`src/common/ssfs_pkg.sv`:
```
// Package for the soft-start and fault sequencer: timing counts, thresholds, states.
// Assumes one phase clock domain; analog comparators arrive as digital levels.
package ssfs_pkg;
    // Delay from all start conditions true to soft-start begin, in phase clocks.
    localparam int unsigned START_DELAY_CYCLES = 384;
    // Full soft-start ramp length in switching cycles.
    localparam int unsigned SOFT_START_CYCLES = 2560;
    // Gate turn-off bound on shutdown, and its cycle count at 200 MHz (rounded down).
    localparam int unsigned OFF_TIME_NS = 100;
    localparam int unsigned CLK_PERIOD_NS = 5;
    localparam int unsigned OFF_TIME_CYCLES = OFF_TIME_NS / CLK_PERIOD_NS;
    // Consecutive fault cycles before the power-ok flag drops.
    localparam logic [1:0] PG_FILTER_CYCLES = 2'h3;

    // Output window comparator levels, one bit each.
    typedef struct packed {
        logic above_120; // Output above 120 percent of target.
        logic above_113; // Output above 113 percent of target.
        logic above_target; // Output above the target level.
        logic below_87; // Output below 87 percent of target.
        logic below_uv; // Output more than 13 percent below target.
    } ssfs_window_t;

    // Sequencer states.
    typedef enum logic [2:0] {
        SSFS_OFF,
        SSFS_WAIT,
        SSFS_PRECHG,
        SSFS_BOOT,
        SSFS_RAMP,
        SSFS_RUN,
        SSFS_LATCHED
    } ssfs_state_t;
endpackage

```
`src/hdl/ssfs_sequencer.sv`:
```
// Soft-start, power-ok and protection sequencer for a step-down controller.
// Assumes CLK_SYS is the phase clock and RST_N is the bias supply power-on reset.
// Behaviour
// - Start ramp 384 clocks after enable, supplies and loop lock are all good.
// - Shutdown or supply loss resets ramp and turns both drives off quickly.
// - Sink current on the enable line only in the off and start-delay states.
// - Ramp counter steps once per phase clock, 2560 steps full scale.
// - Hold modulator pulses from drivers until the first pulse is seen.
// - Hold low-side drive in its fixed state for the first switching cycle.
// - Pre-charge between target and 113 percent waits for target and first pulse.
// - Pre-charge 113 to 120 percent with enable low hiccups low-side 113 on, 87 off.
// - Pre-charge above 120 percent latches off and refuses start-up.
// - Power-ok stays low until the ramp has completed.
// - Power-ok drops on disable or when output leaves the window.
// - Power-ok drops after a window fault lasts three consecutive cycles; leaving run drops it at once.
// - Undervoltage masked until ramp end, then drops power-ok if nothing else.
// - Above 120 percent from pre-charge to run: high-side off for good, low-side on until below 87.
// - Latching overvoltage also forces enable line and power-ok low, latched.
// - Overvoltage latch clears only by bias supply power cycle.
// - Enable low and above 113 percent turns low-side on until below 87 or enable high.
// - Temperature above 150 C pulls enable low, released below 125 C.
// - Overvoltage latch or over-temperature pulls the shared enable low; low enable disables.
`timescale 1ns/1ps

module ssfs_sequencer
    import ssfs_pkg::*;
#(
    parameter int unsigned START_DELAY = START_DELAY_CYCLES, // Start delay in clocks.
    parameter int unsigned RAMP_LEN = SOFT_START_CYCLES // Ramp length in clocks.
)
(
    input wire logic CLK_SYS, // Phase clock, 200 MHz.
    input wire logic RST_N, // Bias supply power-on reset, active low.
    input wire logic SUPPLY_OK, // All bias supplies above power-on threshold.
    input wire logic ENABLE_LEVEL, // Shared enable line above 0.8 V.
    input wire logic LOOP_LOCK, // Loop lock time has elapsed.
    input wire logic OVER_TEMP_HI, // Die temperature above 150 C.
    input wire logic OVER_TEMP_LO, // Die temperature below 125 C.
    input wire ssfs_window_t OUT_WINDOW, // Output monitor comparator levels.
    input wire logic PWM_IN, // Modulator pulse from the loop.
    output logic HIGH_SIDE_DRIVE, // High-side gate drive, active high.
    output logic LOW_SIDE_DRIVE, // Low-side gate drive, active high.
    output logic ENABLE_PULL_OE, // Pulls shared enable line low when high.
    output logic ENABLE_SINK_ON, // Enables the enable-line sink current.
    output logic POWER_OK_FLAG, // Power-ok, active high.
    output logic [11:0] RAMP_REF, // Soft-start reference count.
    output logic RAMP_DONE // Soft-start complete indication.
);
    localparam int unsigned CW = 12;

    // Two-stage synchronisers; the first stage feeds only the second.
    logic [10:0] sync1;
    logic [10:0] sync2;
    logic [10:0] raw_in;
    assign raw_in = {SUPPLY_OK, ENABLE_LEVEL, LOOP_LOCK, OVER_TEMP_HI, OVER_TEMP_LO,
                     OUT_WINDOW, PWM_IN};
    always_ff @(posedge CLK_SYS or negedge RST_N)
    begin
        if (!RST_N)
        begin
            sync1 <= 11'h000;
            sync2 <= 11'h000;
        end
        else
        begin
            sync1 <= raw_in;
            sync2 <= sync1;
        end
    end

    logic s_supply, s_en, s_lock, s_ot_hi, s_ot_lo, s_pwm;
    ssfs_window_t s_win;
    assign {s_supply, s_en, s_lock, s_ot_hi, s_ot_lo, s_win, s_pwm} = sync2;

    // Sequencer state and counters.
    ssfs_state_t state, next_state;
    logic [CW-1:0] count, next_count;
    logic ov_latch, next_ov_latch;
    logic ov_low_on, next_ov_low_on;
    logic ot_fault, next_ot_fault;
    logic hic_low_on, next_hic_low_on;
    logic [1:0] pg_cnt, next_pg_cnt;
    logic pg, next_pg;
    logic next_hs;
    logic next_ls;
    logic start_ok;
    logic run_ok;
    logic pg_fault;

    // Start conditions; the shared enable reads low whenever anyone pulls it.
    assign start_ok = s_en && s_supply && s_lock;
    assign run_ok = start_ok && !ov_latch && !ot_fault;

    always_comb
    begin
        next_state = state;
        next_count = count;
        next_ov_latch = ov_latch;
        next_ov_low_on = ov_low_on;
        next_ot_fault = ot_fault;
        next_hic_low_on = hic_low_on;
        // Temperature hysteresis on the shared enable pull.
        if (s_ot_hi)
            next_ot_fault = 1'b1;
        else if (s_ot_lo)
            next_ot_fault = 1'b0;
        // Latching overvoltage from pre-charge onward, never released here.
        if (s_win.above_120 && (state == SSFS_RAMP || state == SSFS_RUN ||
                                state == SSFS_BOOT || state == SSFS_PRECHG))
        begin
            next_ov_latch = 1'b1;
            next_ov_low_on = 1'b1;
        end
        else if (ov_low_on && s_win.below_87)
            next_ov_low_on = 1'b0;
        // Non-latching low-side clamp while enable is low.
        if (!s_en && s_win.above_113)
            next_hic_low_on = 1'b1;
        else if (s_win.below_87 || s_en)
            next_hic_low_on = 1'b0;
        case (state)
            SSFS_OFF:
            begin
                next_count = '0;
                if (start_ok && s_win.above_120)
                begin
                    next_state = SSFS_LATCHED;
                    next_ov_latch = 1'b1;
                end
                else if (run_ok)
                    next_state = SSFS_WAIT;
            end
            SSFS_WAIT:
            begin
                if (!run_ok)
                begin
                    next_state = SSFS_OFF;
                    next_count = '0;
                end
                else if (count == CW'(START_DELAY - 1))
                begin
                    next_count = '0;
                    next_state = SSFS_PRECHG;
                end
                else
                    next_count = count + 1'b1;
            end
            SSFS_PRECHG:
            begin
                // Pre-charged output: wait for it to fall to target and a pulse.
                if (!run_ok)
                    next_state = SSFS_OFF;
                else if (!s_win.above_target && s_pwm)
                    next_state = SSFS_BOOT;
            end
            SSFS_BOOT:
                next_state = run_ok ? SSFS_RAMP : SSFS_OFF;
            SSFS_RAMP:
            begin
                if (!run_ok)
                begin
                    next_state = SSFS_OFF;
                    next_count = '0;
                end
                else if (count == CW'(RAMP_LEN - 1))
                    next_state = SSFS_RUN;
                else
                    next_count = count + 1'b1;
            end
            SSFS_RUN:
            begin
                if (!run_ok)
                begin
                    next_state = SSFS_OFF;
                    next_count = '0;
                end
            end
            SSFS_LATCHED:
                next_state = SSFS_LATCHED;
            default:
                next_state = SSFS_OFF;
        endcase
        if (next_ov_latch)
            next_state = SSFS_LATCHED;
    end

    // Power-ok filter: a window fault must persist three cycles before the drop; leaving run drops it at once.
    assign pg_fault = !s_en || s_win.above_113 || (s_win.below_uv && !ot_fault);
    always_comb
    begin
        next_pg_cnt = pg_cnt;
        next_pg = pg;
        // Leaving the run state clears the flag in the same edge as the done indication.
        if (ov_latch || state != SSFS_RUN || next_state != SSFS_RUN)
        begin
            next_pg = 1'b0;
            next_pg_cnt = 2'h0;
        end
        else if (pg_fault)
        begin
            if (pg_cnt == PG_FILTER_CYCLES - 2'h1)
                next_pg = 1'b0;
            else
                next_pg_cnt = pg_cnt + 2'h1;
        end
        else
        begin
            next_pg_cnt = 2'h0;
            next_pg = 1'b1;
        end
    end

    // Gate drive: pulses pass only once switching has begun; fault clamps win.
    always_comb
    begin
        next_hs = 1'b0;
        next_ls = 1'b0;
        if (ov_low_on || hic_low_on)
            next_ls = 1'b1;
        else if (state == SSFS_BOOT)
            next_ls = 1'b1;
        else if ((state == SSFS_RAMP || state == SSFS_RUN) && run_ok)
        begin
            next_hs = s_pwm;
            next_ls = !s_pwm;
        end
        if (ov_latch || !s_supply)
            next_hs = 1'b0;
    end

    // All sequencer state registers.
    always_ff @(posedge CLK_SYS or negedge RST_N)
    begin
        if (!RST_N)
        begin
            state <= SSFS_OFF;
            count <= '0;
            ov_latch <= 1'b0;
            ov_low_on <= 1'b0;
            ot_fault <= 1'b0;
            hic_low_on <= 1'b0;
            pg_cnt <= 2'h0;
            pg <= 1'b0;
            HIGH_SIDE_DRIVE <= 1'b0;
            LOW_SIDE_DRIVE <= 1'b0;
            ENABLE_PULL_OE <= 1'b0;
            ENABLE_SINK_ON <= 1'b1;
            POWER_OK_FLAG <= 1'b0;
            RAMP_REF <= 12'h000;
            RAMP_DONE <= 1'b0;
        end
        else
        begin
            state <= next_state;
            count <= next_count;
            ov_latch <= next_ov_latch;
            ov_low_on <= next_ov_low_on;
            ot_fault <= next_ot_fault;
            hic_low_on <= next_hic_low_on;
            pg_cnt <= next_pg_cnt;
            pg <= next_pg;
            HIGH_SIDE_DRIVE <= next_hs;
            LOW_SIDE_DRIVE <= next_ls;
            ENABLE_PULL_OE <= next_ov_latch || next_ot_fault;
            ENABLE_SINK_ON <= (next_state == SSFS_OFF) || (next_state == SSFS_WAIT);
            POWER_OK_FLAG <= next_pg;
            RAMP_REF <= (next_state == SSFS_RUN) ? CW'(RAMP_LEN) : next_count;
            RAMP_DONE <= (next_state == SSFS_RUN);
        end
    end

    // Power-ok never high before the ramp completes.
    property p_pg_after_ramp;
        @(posedge CLK_SYS) disable iff (!RST_N) POWER_OK_FLAG |-> RAMP_DONE;
    endproperty
    a_pg_after_ramp: assert property (p_pg_after_ramp) else $error("Power-ok before ramp done.");

    // High side stays off once the latch is set.
    property p_hs_latched;
        @(posedge CLK_SYS) disable iff (!RST_N) ov_latch |=> !HIGH_SIDE_DRIVE;
    endproperty
    a_hs_latched: assert property (p_hs_latched) else $error("High side on after overvoltage.");

    // Latch never clears without reset.
    property p_latch_sticky;
        @(posedge CLK_SYS) disable iff (!RST_N) ov_latch |=> ov_latch;
    endproperty
    a_latch_sticky: assert property (p_latch_sticky) else $error("Overvoltage latch released.");

    // Latch forces enable pull and power-ok low.
    property p_latch_pulls;
        @(posedge CLK_SYS) disable iff (!RST_N) ov_latch |-> ENABLE_PULL_OE && !POWER_OK_FLAG;
    endproperty
    a_latch_pulls: assert property (p_latch_pulls) else $error("Latch without enable pull.");

    // A drop in steady running needs three fault cycles in a row before it.
    property p_pg_filter;
        @(posedge CLK_SYS) disable iff (!RST_N)
            $fell(POWER_OK_FLAG) && $past(state) == SSFS_RUN
            && $past(next_state) == SSFS_RUN
            |-> $past(pg_fault) && $past(pg_fault, 2) && $past(pg_fault, 3);
    endproperty
    a_pg_filter: assert property (p_pg_filter) else $error("Power-ok filter broken.");

    // Ramp entry only from the boot cycle.
    property p_boot_first;
        @(posedge CLK_SYS) disable iff (!RST_N)
            (state == SSFS_RAMP) && $changed(state) |-> $past(state) == SSFS_BOOT;
    endproperty
    a_boot_first: assert property (p_boot_first) else $error("Ramp without boot cycle.");

    // Low side held during the boot cycle.
    property p_boot_low;
        @(posedge CLK_SYS) disable iff (!RST_N) state == SSFS_BOOT |=> LOW_SIDE_DRIVE;
    endproperty
    a_boot_low: assert property (p_boot_low) else $error("Low side not held at boot.");

    // Supply loss turns the high side off within the bound.
    property p_supply_off;
        @(posedge CLK_SYS) disable iff (!RST_N) $fell(SUPPLY_OK) |-> ##[1:4] !HIGH_SIDE_DRIVE;
    endproperty
    a_supply_off: assert property (p_supply_off) else $error("High side slow to stop.");

    // Sink current off while running.
    property p_sink_off;
        @(posedge CLK_SYS) disable iff (!RST_N) RAMP_DONE |-> !ENABLE_SINK_ON;
    endproperty
    a_sink_off: assert property (p_sink_off) else $error("Sink on while enabled.");
endmodule // ssfs_sequencer

```
`config.mk`:
```
export PLATFORM = sky130hd
export DESIGN_NAME = ssfs_sequencer
export DESIGN_NICKNAME = d
export VERILOG_FILES = /design/src/common/ssfs_pkg.sv /design/src/hdl/ssfs_sequencer.sv
export SDC_FILE = /design/constraint.sdc
export NUM_CORES = 1
export LEC_CHECK = 0
export BUFFER_PORTS_ARGS = -buffer_cell sky130_fd_sc_hd__buf_2
export CAP_MARGIN = 15
export CORE_UTILIZATION = 61
export DETAILED_ROUTE_END_ITERATION = 7
export PLACE_DENSITY = 0.83
export SETUP_SLACK_MARGIN = 0.1
export SLEW_MARGIN = 20
export SYNTH_ARGS = -nofsm -noshare
export SYNTH_HDL_FRONTEND = slang
export SYNTH_SLANG_ARGS = --single-unit
```
`constraint.sdc`:
```
create_clock -name CLK_SYS -period 4.93 [get_ports CLK_SYS]
set_input_delay 0.986 -clock CLK_SYS [delete_from_list [all_inputs] [get_ports CLK_SYS]]
set_output_delay 0.986 -clock CLK_SYS [all_outputs]
set_load 0.01 [all_outputs]
```
# After elaboration in Yosys (flattened, before gate mapping)
# Index checks and enable logic that the tools add are counted.
[word_totals] regBits=61 word_cells=107 output_inout_bits=18 in_bits=13
[classes] eq_ne=15 reduce_logical=33 addsub=2 n_mux=41
[op_table] cell="$mux 12" count=6
[op_table] cell="$pmux 12 s4" count=1
[op_table] cell="$mux 3" count=11
[op_table] cell="$pmux 3 s7" count=1
[op_table] cell="$mux 1" count=19
[op_table] cell="$add 12x1->12 const B" count=1
[op_table] cell="$eq 12x12->1 const B" count=1
[op_table] cell="$eq 12x9->1 const B" count=1
[op_table] cell="$eq 3x3->1 const B" count=4
[op_table] cell="$logic_or 1x1->1" count=12
[op_table] cell="$logic_and 1x1->1" count=11
[op_table] cell="$ne 3x3->1 const B" count=3
[op_table] cell="$eq 3x1->1 const B" count=2
[op_table] cell="$eq 3x2->1 const B" count=2
[op_table] cell="$logic_not 1->1" count=6
[op_table] cell="$logic_not 3->1" count=2
[op_table] cell="$mux 2" count=3
[op_table] cell="$reduce_bool 2->1" count=2
[op_table] cell="$ne 3x1->1 const B" count=1
[op_table] cell="$add 2x1->2 const B" count=1
[op_table] cell="$eq 2x2->1 const B" count=1

# Longest topological paths before layout
# Gate-level depths: netlist (run 1).
[logic_depth] word_depth=12 ltp_mapped=9 mapped_depth_nobuf=8

# Worst setup path after synthesis (run 1)
# Ideal clock, no wire load.
[synth_timing] kind="reg-to-reg" startpoint="reg count[0]" endpoint="reg pg_cnt[0]" setup_ps=101 t_arrival_ps=2240 path_stages_with_launch=9 required_ps=4829 period_less_slack_ps=2341 slack_ps=2589 n_path_buf=1 cell_sequence="dfrtp_1 -> ha_1 -> nand3_1 -> nor4_4 -> nor2_2 -> a311o_1 -> or3_1 -> buf_2 -> nor4_1"
[synth_between] elab_chain_cells=8 word_cells_on_any_way=12 classes_between="4 x eq/ne; 7 x mux; 1 x reduce/logical"
[synth_lines] element="start: declaration" line_no="ssfs_sequencer.sv:77" source="logic [CW-1:0] count, next_count;"
[synth_lines] element="start signal: assignment" line_no="ssfs_sequencer.sv:255" source="count <= next_count;"
[synth_lines] element="$eq 12x12->1 / $eq 12x9->1 (equally long branches)" line_no="ssfs_sequencer.sv:165, ssfs_sequencer.sv:140"
[synth_lines] element="$mux 3, on equally long branches" line_no="ssfs_sequencer.sv:165, ssfs_sequencer.sv:140"
[synth_lines] element="$mux 3, on equally long branches" line_no="ssfs_sequencer.sv:160, ssfs_sequencer.sv:135"
[synth_lines] element="$pmux 3 s7 *" line_no="ssfs_sequencer.sv:121" source="case (state)"
[synth_lines] element="$mux 3 *" line_no="ssfs_sequencer.sv:183" source="if (next_ov_latch)"
[synth_lines] element="$ne 3x3->1 *" line_no="ssfs_sequencer.sv:194" source="if (ov_latch || state != SSFS_RUN || next_state != SSFS_RUN)"
[synth_lines] element="$logic_or 1x1->1 *" line_no="ssfs_sequencer.sv:194"
[synth_lines] element="$ne 3x3->1 (no source line) / $mux 2 (equally long branches)"
[synth_lines] element="end signal: assignment" line_no="ssfs_sequencer.sv:260" source="pg_cnt <= next_pg_cnt;"
[synth_lines] element="end: declaration" line_no="ssfs_sequencer.sv:82" source="logic [1:0] pg_cnt, next_pg_cnt;"
# Mark *: on every way between the ends. The rest lies on a longest branch, timed or not.
# A chain may end at the register's enable or synchronous reset.

# Final worst setup path (run 1)
[layout_timing] startpoint="reg state[1]" endpoint="reg RAMP_REF[5]"
[layout_between] elab_chain_cells=11 word_cells_on_any_way=28 classes_between="7 x eq/ne; 16 x mux; 5 x reduce/logical"
[layout_lines] element="start: declaration" line_no="ssfs_sequencer.sv:76" source="ssfs_state_t state, next_state;"
[layout_lines] element="start signal: assignment" line_no="ssfs_sequencer.sv:254" source="state <= next_state;"
[layout_lines] element="$eq 3x3->1" line_no="ssfs_sequencer.sv:108, ssfs_sequencer.sv:121"
[layout_lines] element="$logic_or 1x1->1 (2 in series)" line_no="ssfs_sequencer.sv:108" source="if (s_win.above_120 && (state == SSFS_RAMP || state == SSFS_RUN ||"
[layout_lines] element="$logic_or 1x1->1" line_no="ssfs_sequencer.sv:109" source="state == SSFS_BOOT || state == SSFS_PRECHG))"
[layout_lines] element="$logic_and 1x1->1" line_no="ssfs_sequencer.sv:108"
[layout_lines] element="$mux 1" line_no="ssfs_sequencer.sv:108"
[layout_lines] element="$mux 1" line_no="ssfs_sequencer.sv:125" source="if (start_ok && s_win.above_120)"
[layout_lines] element="$mux 1" line_no="ssfs_sequencer.sv:121"
[layout_lines] element="$mux 3 *" line_no="ssfs_sequencer.sv:183"
[layout_lines] element="via next_state[1]" line_no="ssfs_sequencer.sv:76"
[layout_lines] element="$eq 3x3->1 *" line_no="ssfs_sequencer.sv:267" source="RAMP_REF <= (next_state == SSFS_RUN) ? CW'(RAMP_LEN) : next_count;"
[layout_lines] element="$mux 12 *" line_no="ssfs_sequencer.sv:267"
[layout_lines] element="end signal: assignment" line_no="ssfs_sequencer.sv:267"
[layout_lines] element="end: declaration" line_no="ssfs_sequencer.sv:46" source="output logic [11:0] RAMP_REF,"
# The timed path passes the listed nets; every way through them passes the cells marked *.

==> summary.txt, run 1 <==
CTS
  • Clock latency of the later-clocked register in the worst-skew pair: 330 ps
  • Num CTS Buffers: 9
  • TritonCTS clock tree: yes
  • Clock Sink Count: 61
  • Hold Buf Count CTS: 0
  • CTS root buf: clkbuf_8
  • CTS clock-pin slew for the worst setup and hold paths: 70 ps
  • Max clock buf depth: 2
  • Clock H-tree levels: 3
  • Cts repair resizes: 0
  • Post-CTS setup repair buffer count: 0

Timing
  • Slew @ Worst Pin: 896 ps
  • Final hold violation count: 0
  • Smallest setup slack after layout: 2040 ps
  • Relative slew slack: 39.8%
  • Final count of negative-setup-slack endpoints: 0
  • Post-layout min period: 2890 ps
  • Setup total negative slack: 0 ps
  • Unrepaired setup endpoints after global routing: false
  • Final Cycle Share: 58.6%
  • Skew final: 8.36 ps
  • Hold WS: 344 ps
  • Maximum clock frequency: 0.346 GHz
  • Max-slew violation count: 0

Floorplanning
  • Die footprint: 4380 um^2
  • Count of pins on the block boundary: 31
  • Vertical extent of the die: 66.2 um
  • Core outline area: 3800 um^2
  • Horizontal die dimension: 66.2 um
  • Initial cell density of the core: 66.1%
  • Num rows: 22

Yosys
  • Post-synthesis average cell area: 11.1 um^2
  • Cell taking the most area after synthesis: dfrtp_1
  • Number of synthesized flops with an enable pin: 0
  • FFs w/ async S/R, synth: 100%
  • Syn_nets: 241
  • Most numerous cell in the Yosys netlist: dfrtp_1
  • Number of warnings issued by yosys: 0
  • Mapped Cells: 226
  • Top area cells in the synthesized netlist: dfrtp_1 (60%), o21ai_0 (2.6%), nand2_1 (2.2%), nor2_1 (2.2%), a21oi_1 (2.2%)
  • Flop and latch count out of synthesis: 61
  • Sequential cell area fraction in the yosys report: 60.8%
  • Top cell type's share of synthesized area: 59.8%
  • Yosys cell types: 48
  • Leading post-synthesis cells by instance count: dfrtp_1 (60), nand2_1 (15), nor2_1 (15), o21ai_0 (13), a21oi_1 (11)
  • Total standard cell area after synthesis: 2510 um^2
  • Synth Flop Type: dfrtp_1

Finish
  • Fillers: 266
  • Final #Nets: 277
  • Layout cells sized above 1: 20.6%
  • Antenna fix cells: 0
  • Area growth syn-to-layout: 15.9%

Detailed routing
  • Drt wl/cell: 17.3 um
  • Via count of the routed design: 1907
  • Drt first-iter violations: 231
  • Routed WL: 5450 um
  • Number of remaining DRC errors: 0
  • First-pass iteration count of the detailed router: 4
  • Post-route antenna net violation count: 0
  • Routed vias/inst: 6.05

Global route
  • Global routing met3 resource utilization: 7.07%
  • M2 GR Usage: 46.7%
  • Largest net degree at the start of global routing: 62
  • Gr busiest metal: met2
  • Grt total ovfl: 0
  • Number of antenna violations at the first check in global routing: 0
  • First-pass GRT wire length: 9020 um
  • Number of global-route vias before repair: 1934
  • Global routing met1 resource utilization: 36.0%
  • Total GRT Usage: 29.4%

Worst setup path
  • Sort of element at the start of the critical path: register
  • Maximum fanout along the worst path: 23
  • Kind of critical path: register to register
  • Element type at the critical path end: register
  • Crit path arrival time: 3120 ps
  • Critical Path RT: 5160 ps

Placed design
  • Final weighted congestion in routability-driven placement: 0.900
  • Placement Setup Slack: 2130 ps
  • Port Buf Inserts: 30
  • Total half-perimeter wirelength after legalization and detailed placement: 3540 um

Pwr
  • PwrDens: 352 nW/um^2
  • Leakage power summed over all cells: 1.41 nW
  • Worst IR drop on VDD: 0.000374 V

Flow run
  • Number of violations of the max-capacitance limit: 0

Hold path
  • Type of the tightest min-delay check: register to register

Status
  • Result of the run: finished, final reports clean
metal layers:
metal	vias to the layer above	part of all wire [%]
li1	885	-
met1	947	41
met2	60	52
met3	15	4.3
met4	0	2.4
met5	-	0
sequential cells by signal, summed over array words and instances, names as in the netlist:
register,flops
count,12
sync1,11
LOW_SIDE_DRIVE,1
pg_cnt,2
ov_low_on,1
pg,1
state,3
ENABLE_SINK_ON,1
ov_latch,1
ENABLE_PULL_OE,1
sync2,11
RAMP_DONE,1
RAMP_REF,12
hic_low_on,1
ot_fault,1
HIGH_SIDE_DRIVE,1
cell type report:
class | count | area, um^2 | area share, %
Sequential cell | 61 | 1530 | 52.4
Timing Repair Buffer | 31 | 158 | 5.41
Clock buffer | 11 | 131 | 4.51
Clock inverter | 5 | 75.1 | 2.58
Inverter | 10 | 37.5 | 1.29
Tap cell | 48 | 60.1 | 2.06
Multi-Input combinational cell | 149 | 923 | 31.7
worst max-delay path, cell delays in order, from the launching register on:
cell and delay, ps:
dfrtp_1 640, or3_1 520, or2_2 320, o311ai_1 460, or3_1 440, inv_2 140, nor3_1 260
power by group:
| group | internal [W] | switching (W) |
|---|---|---|
| sequential | 0.000516 | 0.0000115 |
| combinational | 0.0000126 | 0.0000202 |
| clock | 0.000282 | 0.000183 |
| total | 0.000810 | 0.000215 |
kinds of logic (layout without fill, tap and decap cells):
group | count (synthesis) | count (layout) | synth area share (%)
AND/OR/NAND/NOR | 91 | 91 | 20.7
flip-flops | 61 | 61 | 60.8
AO/OA/AOI/OAI | 51 | 51 | 13.2
buffers and inverters | 16 | 57 | 2.44
XOR/XNOR | 4 | 4 | 1.39
adder cells (fa/ha/maj) | 2 | 2 | 0.996
multiplexers | 1 | 1 | 0.448
layout by cell type, fill, tap and decap left out, types with 3 or more instances in the layout:
| cell type | instances |
|---|---|
| a211oi_1 | 3 |
| a21o_1 | 4 |
| a21oi_1 | 11 |
| a22o_1 | 3 |
| a31oi_1 | 5 |
| and2_1 | 6 |
| and3_1 | 3 |
| buf_2 | 30 |
| clkbuf_8 | 9 |
| clkinv_2 | 3 |
| dfrtp_1 | 60 |
| inv_1 | 9 |
| nand2_1 | 15 |
| nand2b_1 | 4 |
| nand3_1 | 7 |
| nand3b_1 | 3 |
| nand4_1 | 3 |
| nor2_1 | 15 |
| nor2b_1 | 4 |
| nor3_1 | 8 |
| nor3b_1 | 4 |
| nor4_1 | 4 |
| o21ai_0 | 13 |
| or2_2 | 3 |
| xor2_1 | 3 |
per-stage QoR:
step,cells,instance area [um^2],util (%),total power [W]
3_5_place_dp,299,2710,71.2,0.000569
5_1_grt,315,2910,76.7,0.00106
2_1_floorplan,226,2510,-,0.000545
3_3_place_gp,299,2710,71.2,0.000567
4_1_cts,315,2910,76.7,0.00103
6_report,315,2910,76.7,0.00103
final timing paths:
path / start / to / slack, ps / depth (start not counted)
setup / recovery: state[1] / RAMP_REF[5] / 2040 / 6
hold / removal: sync1[7] / sync2[7] / 340 / 0
setup reg to reg: state[1] / RAMP_REF[5] / 2040 / 6
hold reg to reg: sync1[7] / sync2[7] / 340 / 0
max in group asynchronous: RST_N / sync2[6] / 3660 / 2
min in group asynchronous: RST_N / count[11] / 800 / 2
Power figures use the tool's default switching activity.
==> run 2, diff against run 1 <==
- CORE_UTILIZATION: 61 -> 51
- PLACE_DENSITY: 0.83 -> 0.74
- clock period: 4.93 -> 2.6 ns (I/O delays scaled with it)
==> run 2 against run 1 <==
Cell area rose by 4.8%. Clock power rose by 92%. Combinational power rose by 93%. Die area rose by 19%. Critical endpoint is now pg_cnt[1]. Largest cell class unchanged.
==> summary.txt, run 2 (synthesis gave the netlist of run 1 again) <==
Pwr
  • PnR Total Power: 0.00195 W (was 0.00103 W)
  • PwrDens: 640 nW/um^2 (was 352 nW/um^2)
  • Portion of total power attributed to combinational logic: 3.2% (about the same)
  • Sequential power share: 51.1% (was 51.4%)
  • Worst IR drop on VDD: 0.000428 V (was 0.000374 V)
  • Leakage power summed over all cells: 1.47 nW (was 1.41 nW)
  • Part of the power in the clock network: 45.7% (was 45.4%)
  • Internal Dissipation: 0.00154 W (was 0.000810 W)
  • Switching part of the total power: 21.3% (was 21.0%)
  • Net load switching power: 0.000416 W (was 0.000215 W)

Detailed routing
  • Post-route antenna net violation count: 0 (unchanged)
  • Highest layer used for signal routing: met4 (unchanged)
  • Met1 WL: 2060 um (was 2240 um)
  • Via count of the routed design: 1900 (was 1907)
  • Drt first-iter violations: 130 (was 231)
  • First-pass iteration count of the detailed router: 4 (unchanged)
  • Routed vias/inst: 5.51 (was 6.05)
  • Met3 Routed Length: 226 um (was 234 um)
  • Drt wl/cell: 14.3 um (was 17.3 um)
  • Number of remaining DRC errors: 0 (unchanged)
  • WL met2: 2510 um (was 2840 um)
  • Routed WL: 4920 um (was 5450 um)

Worst setup path
  • Maximum fanout along the worst path: 10 (was 23)
  • Crit path max-delay family: simple AND/OR/NAND/NOR gates (unchanged)
  • Kind of critical path: register to register (unchanged)
  • Element type at the critical path end: register (unchanged)
  • Crit path arrival time: 2600 ps (was 3120 ps)
  • Sort of element at the start of the critical path: register (unchanged)
  • Sum of buffers and inverters on the critical path: 0 (was 1)
  • Slowest CP cell: or3b_4 (was dfrtp_1)
  • Cell-by-cell listing of the critical path: or3b_4 > nor4_4 > nor2_2 > a311o_1 > or3_4 > nor4_1 (was or3_1 > or2_2 > o311ai_1 > or3_1 > inv_2 > nor3_1)
  • Critical Path Max Stage Delay: 450 ps (was 640 ps)
  • Critical Path RT: 2840 ps (was 5160 ps)

Timing
  • Slew @ Worst Pin: 616 ps (was 896 ps)
  • Unrepaired setup endpoints after global routing: false (unchanged)
  • Post-layout min period: 2360 ps (was 2890 ps)
  • Maximum clock frequency: 0.424 GHz (was 0.346 GHz)
  • Skew final: 5.02 ps (was 8.36 ps)
  • Final Cycle Share: 90.7% (was 58.6%)
  • Setup total negative slack: 0 ps (unchanged)
  • Final hold violation count: 0 (unchanged)
  • Relative slew slack: 58.9% (was 39.8%)
  • Max-slew violation count: 0 (unchanged)
  • Final count of negative-setup-slack endpoints: 0 (unchanged)

CTS
  • Num CTS Buffers: 9 (unchanged)
  • Cts repair resizes: 0 (unchanged)
  • Max clock buf depth: 2 (unchanged)
  • Clock latency of the later-clocked register in the worst-skew pair: 340 ps (was 330 ps)
  • CTS root buf: clkbuf_8 (unchanged)
  • Clock H-tree levels: 3 (unchanged)
  • CTS clock-pin slew for the worst setup and hold paths: 70 ps (about the same)
  • Hold Buf Count CTS: 0 (unchanged)
  • Post-CTS setup repair buffer count: 0 (unchanged)
  • Clock Sink Count: 61 (unchanged)
  • TritonCTS clock tree: yes (unchanged)

Global route
  • Grt total ovfl: 0 (unchanged)
  • Number of global-route vias before repair: 1908 (was 1934)
  • Total GRT Usage: 22.3% (was 29.4%)
  • Number of antenna violations at the first check in global routing: 0 (unchanged)
  • Largest net degree at the start of global routing: 35 (was 62)
  • First-pass GRT wire length: 8470 um (was 9020 um)

Finish
  • Area used by sequential logic in the layout: 1530 um^2 (unchanged)
  • Final #Nets: 288 (was 277)
  • Antenna fix cells: 0 (unchanged)
  • Largest registers in the final layout: RAMP_REF (12), count (12) (unchanged)
  • Commonest cells after routing, fill and taps aside: dfrtp_1 (60), buf_2 (30), nand2_1 (15), nor2_1 (15), o21ai_0 (13) (unchanged)
  • Share of the core filled with cells: 64.6% (was 76.7%)
  • Layout cells sized above 1: 25.5% (was 20.6%)
  • Fillers: 382 (was 266)
  • Most common cell after layout, fill and taps aside: dfrtp_1 (unchanged)
  • Area growth syn-to-layout: 21.5% (was 15.9%)
  • Area of combinational cells with multiple inputs: 937 um^2 (was 923 um^2)

Hold path
  • Type of the tightest min-delay check: input pin to async pin (was register to register)

Floorplanning
  • Vertical extent of the die: 72.2 um (was 66.2 um)
  • Initial cell density of the core: 53.2% (was 66.1%)
  • Core outline area: 4720 um^2 (was 3800 um^2)
  • Num rows: 25 (was 22)
  • Horizontal die dimension: 72.2 um (was 66.2 um)
  • Die footprint: 5210 um^2 (was 4380 um^2)
  • Count of pins on the block boundary: 31 (unchanged)

Flow run
  • Number of violations of the max-capacitance limit: 0 (unchanged)

Placed design
  • Total half-perimeter wirelength after legalization and detailed placement: 3380 um (was 3540 um)
  • Final weighted congestion in routability-driven placement: 0.983 (was 0.900)
  • Port Buf Inserts: 30 (unchanged)

Status
  • Result of the run: finished, final reports clean (unchanged)
[run 2: path summary, 6_finish.rpt]
| kind | from | slack [ps] | depth (start not counted) | to |
|---|---|---|---|---|
| setup / recovery | state[1] | 240 | 6 | pg_cnt[1] |
| hold / removal | RST_N | 190 | 1 | RAMP_REF[10] |
| setup reg to reg | state[1] | 240 | 6 | pg_cnt[1] |
| hold reg to reg | sync1[2] | 350 | 0 | sync2[2] |
| max in group asynchronous | RST_N | 1830 | 2 | sync2[0] |
| min in group CLK_SYS | OVER_TEMP_HI | 280 | 1 | sync1[7] |
[run 2: routing by layer]
layer	up-vias	global-route usage (%)
li1	904	-
met1	915	26.4
met2	67	35.4
met3	14	8.19
met4	0	12.6
met5	-	0
[run 2: metrics by stage]
| step | instance area, um^2 | hold slack [ps] | std cells | worst slack (ps) |
|---|---|---|---|---|
| after floorplan | 2510 | 224 | 226 | 259 |
| after global placement | 2830 | 332 | 329 | 192 |
| after detailed placement | 2830 | 336 | 329 | 146 |
| after CTS | 3040 | 194 | 345 | 126 |
| after global routing | 3050 | 232 | 345 | 112 |
| final | 3050 | 187 | 345 | 241 |
[run 2: final cells by class]
type | instances | area share (%)
clock buffers | 9 | 4.06
clock inverters | 7 | 2.95
inverters | 10 | 1.23
multi-input cells | 149 | 30.7
flip-flops and latches | 61 | 50.0
well taps | 67 | 2.75
repair buffers | 42 | 8.28
[run 2: power by group through the flow]
stage	Clock, W	Sequential (W)	Combinational, W
after global routing	0.000967	0.00100	0.0000731
after global placement	0	0.00101	0.0000643
after detailed placement	0	0.00101	0.0000650
after floorplan	0	0.00101	0.0000235
after CTS	0.000923	0.000998	0.0000657
final	0.000892	0.000998	0.0000633
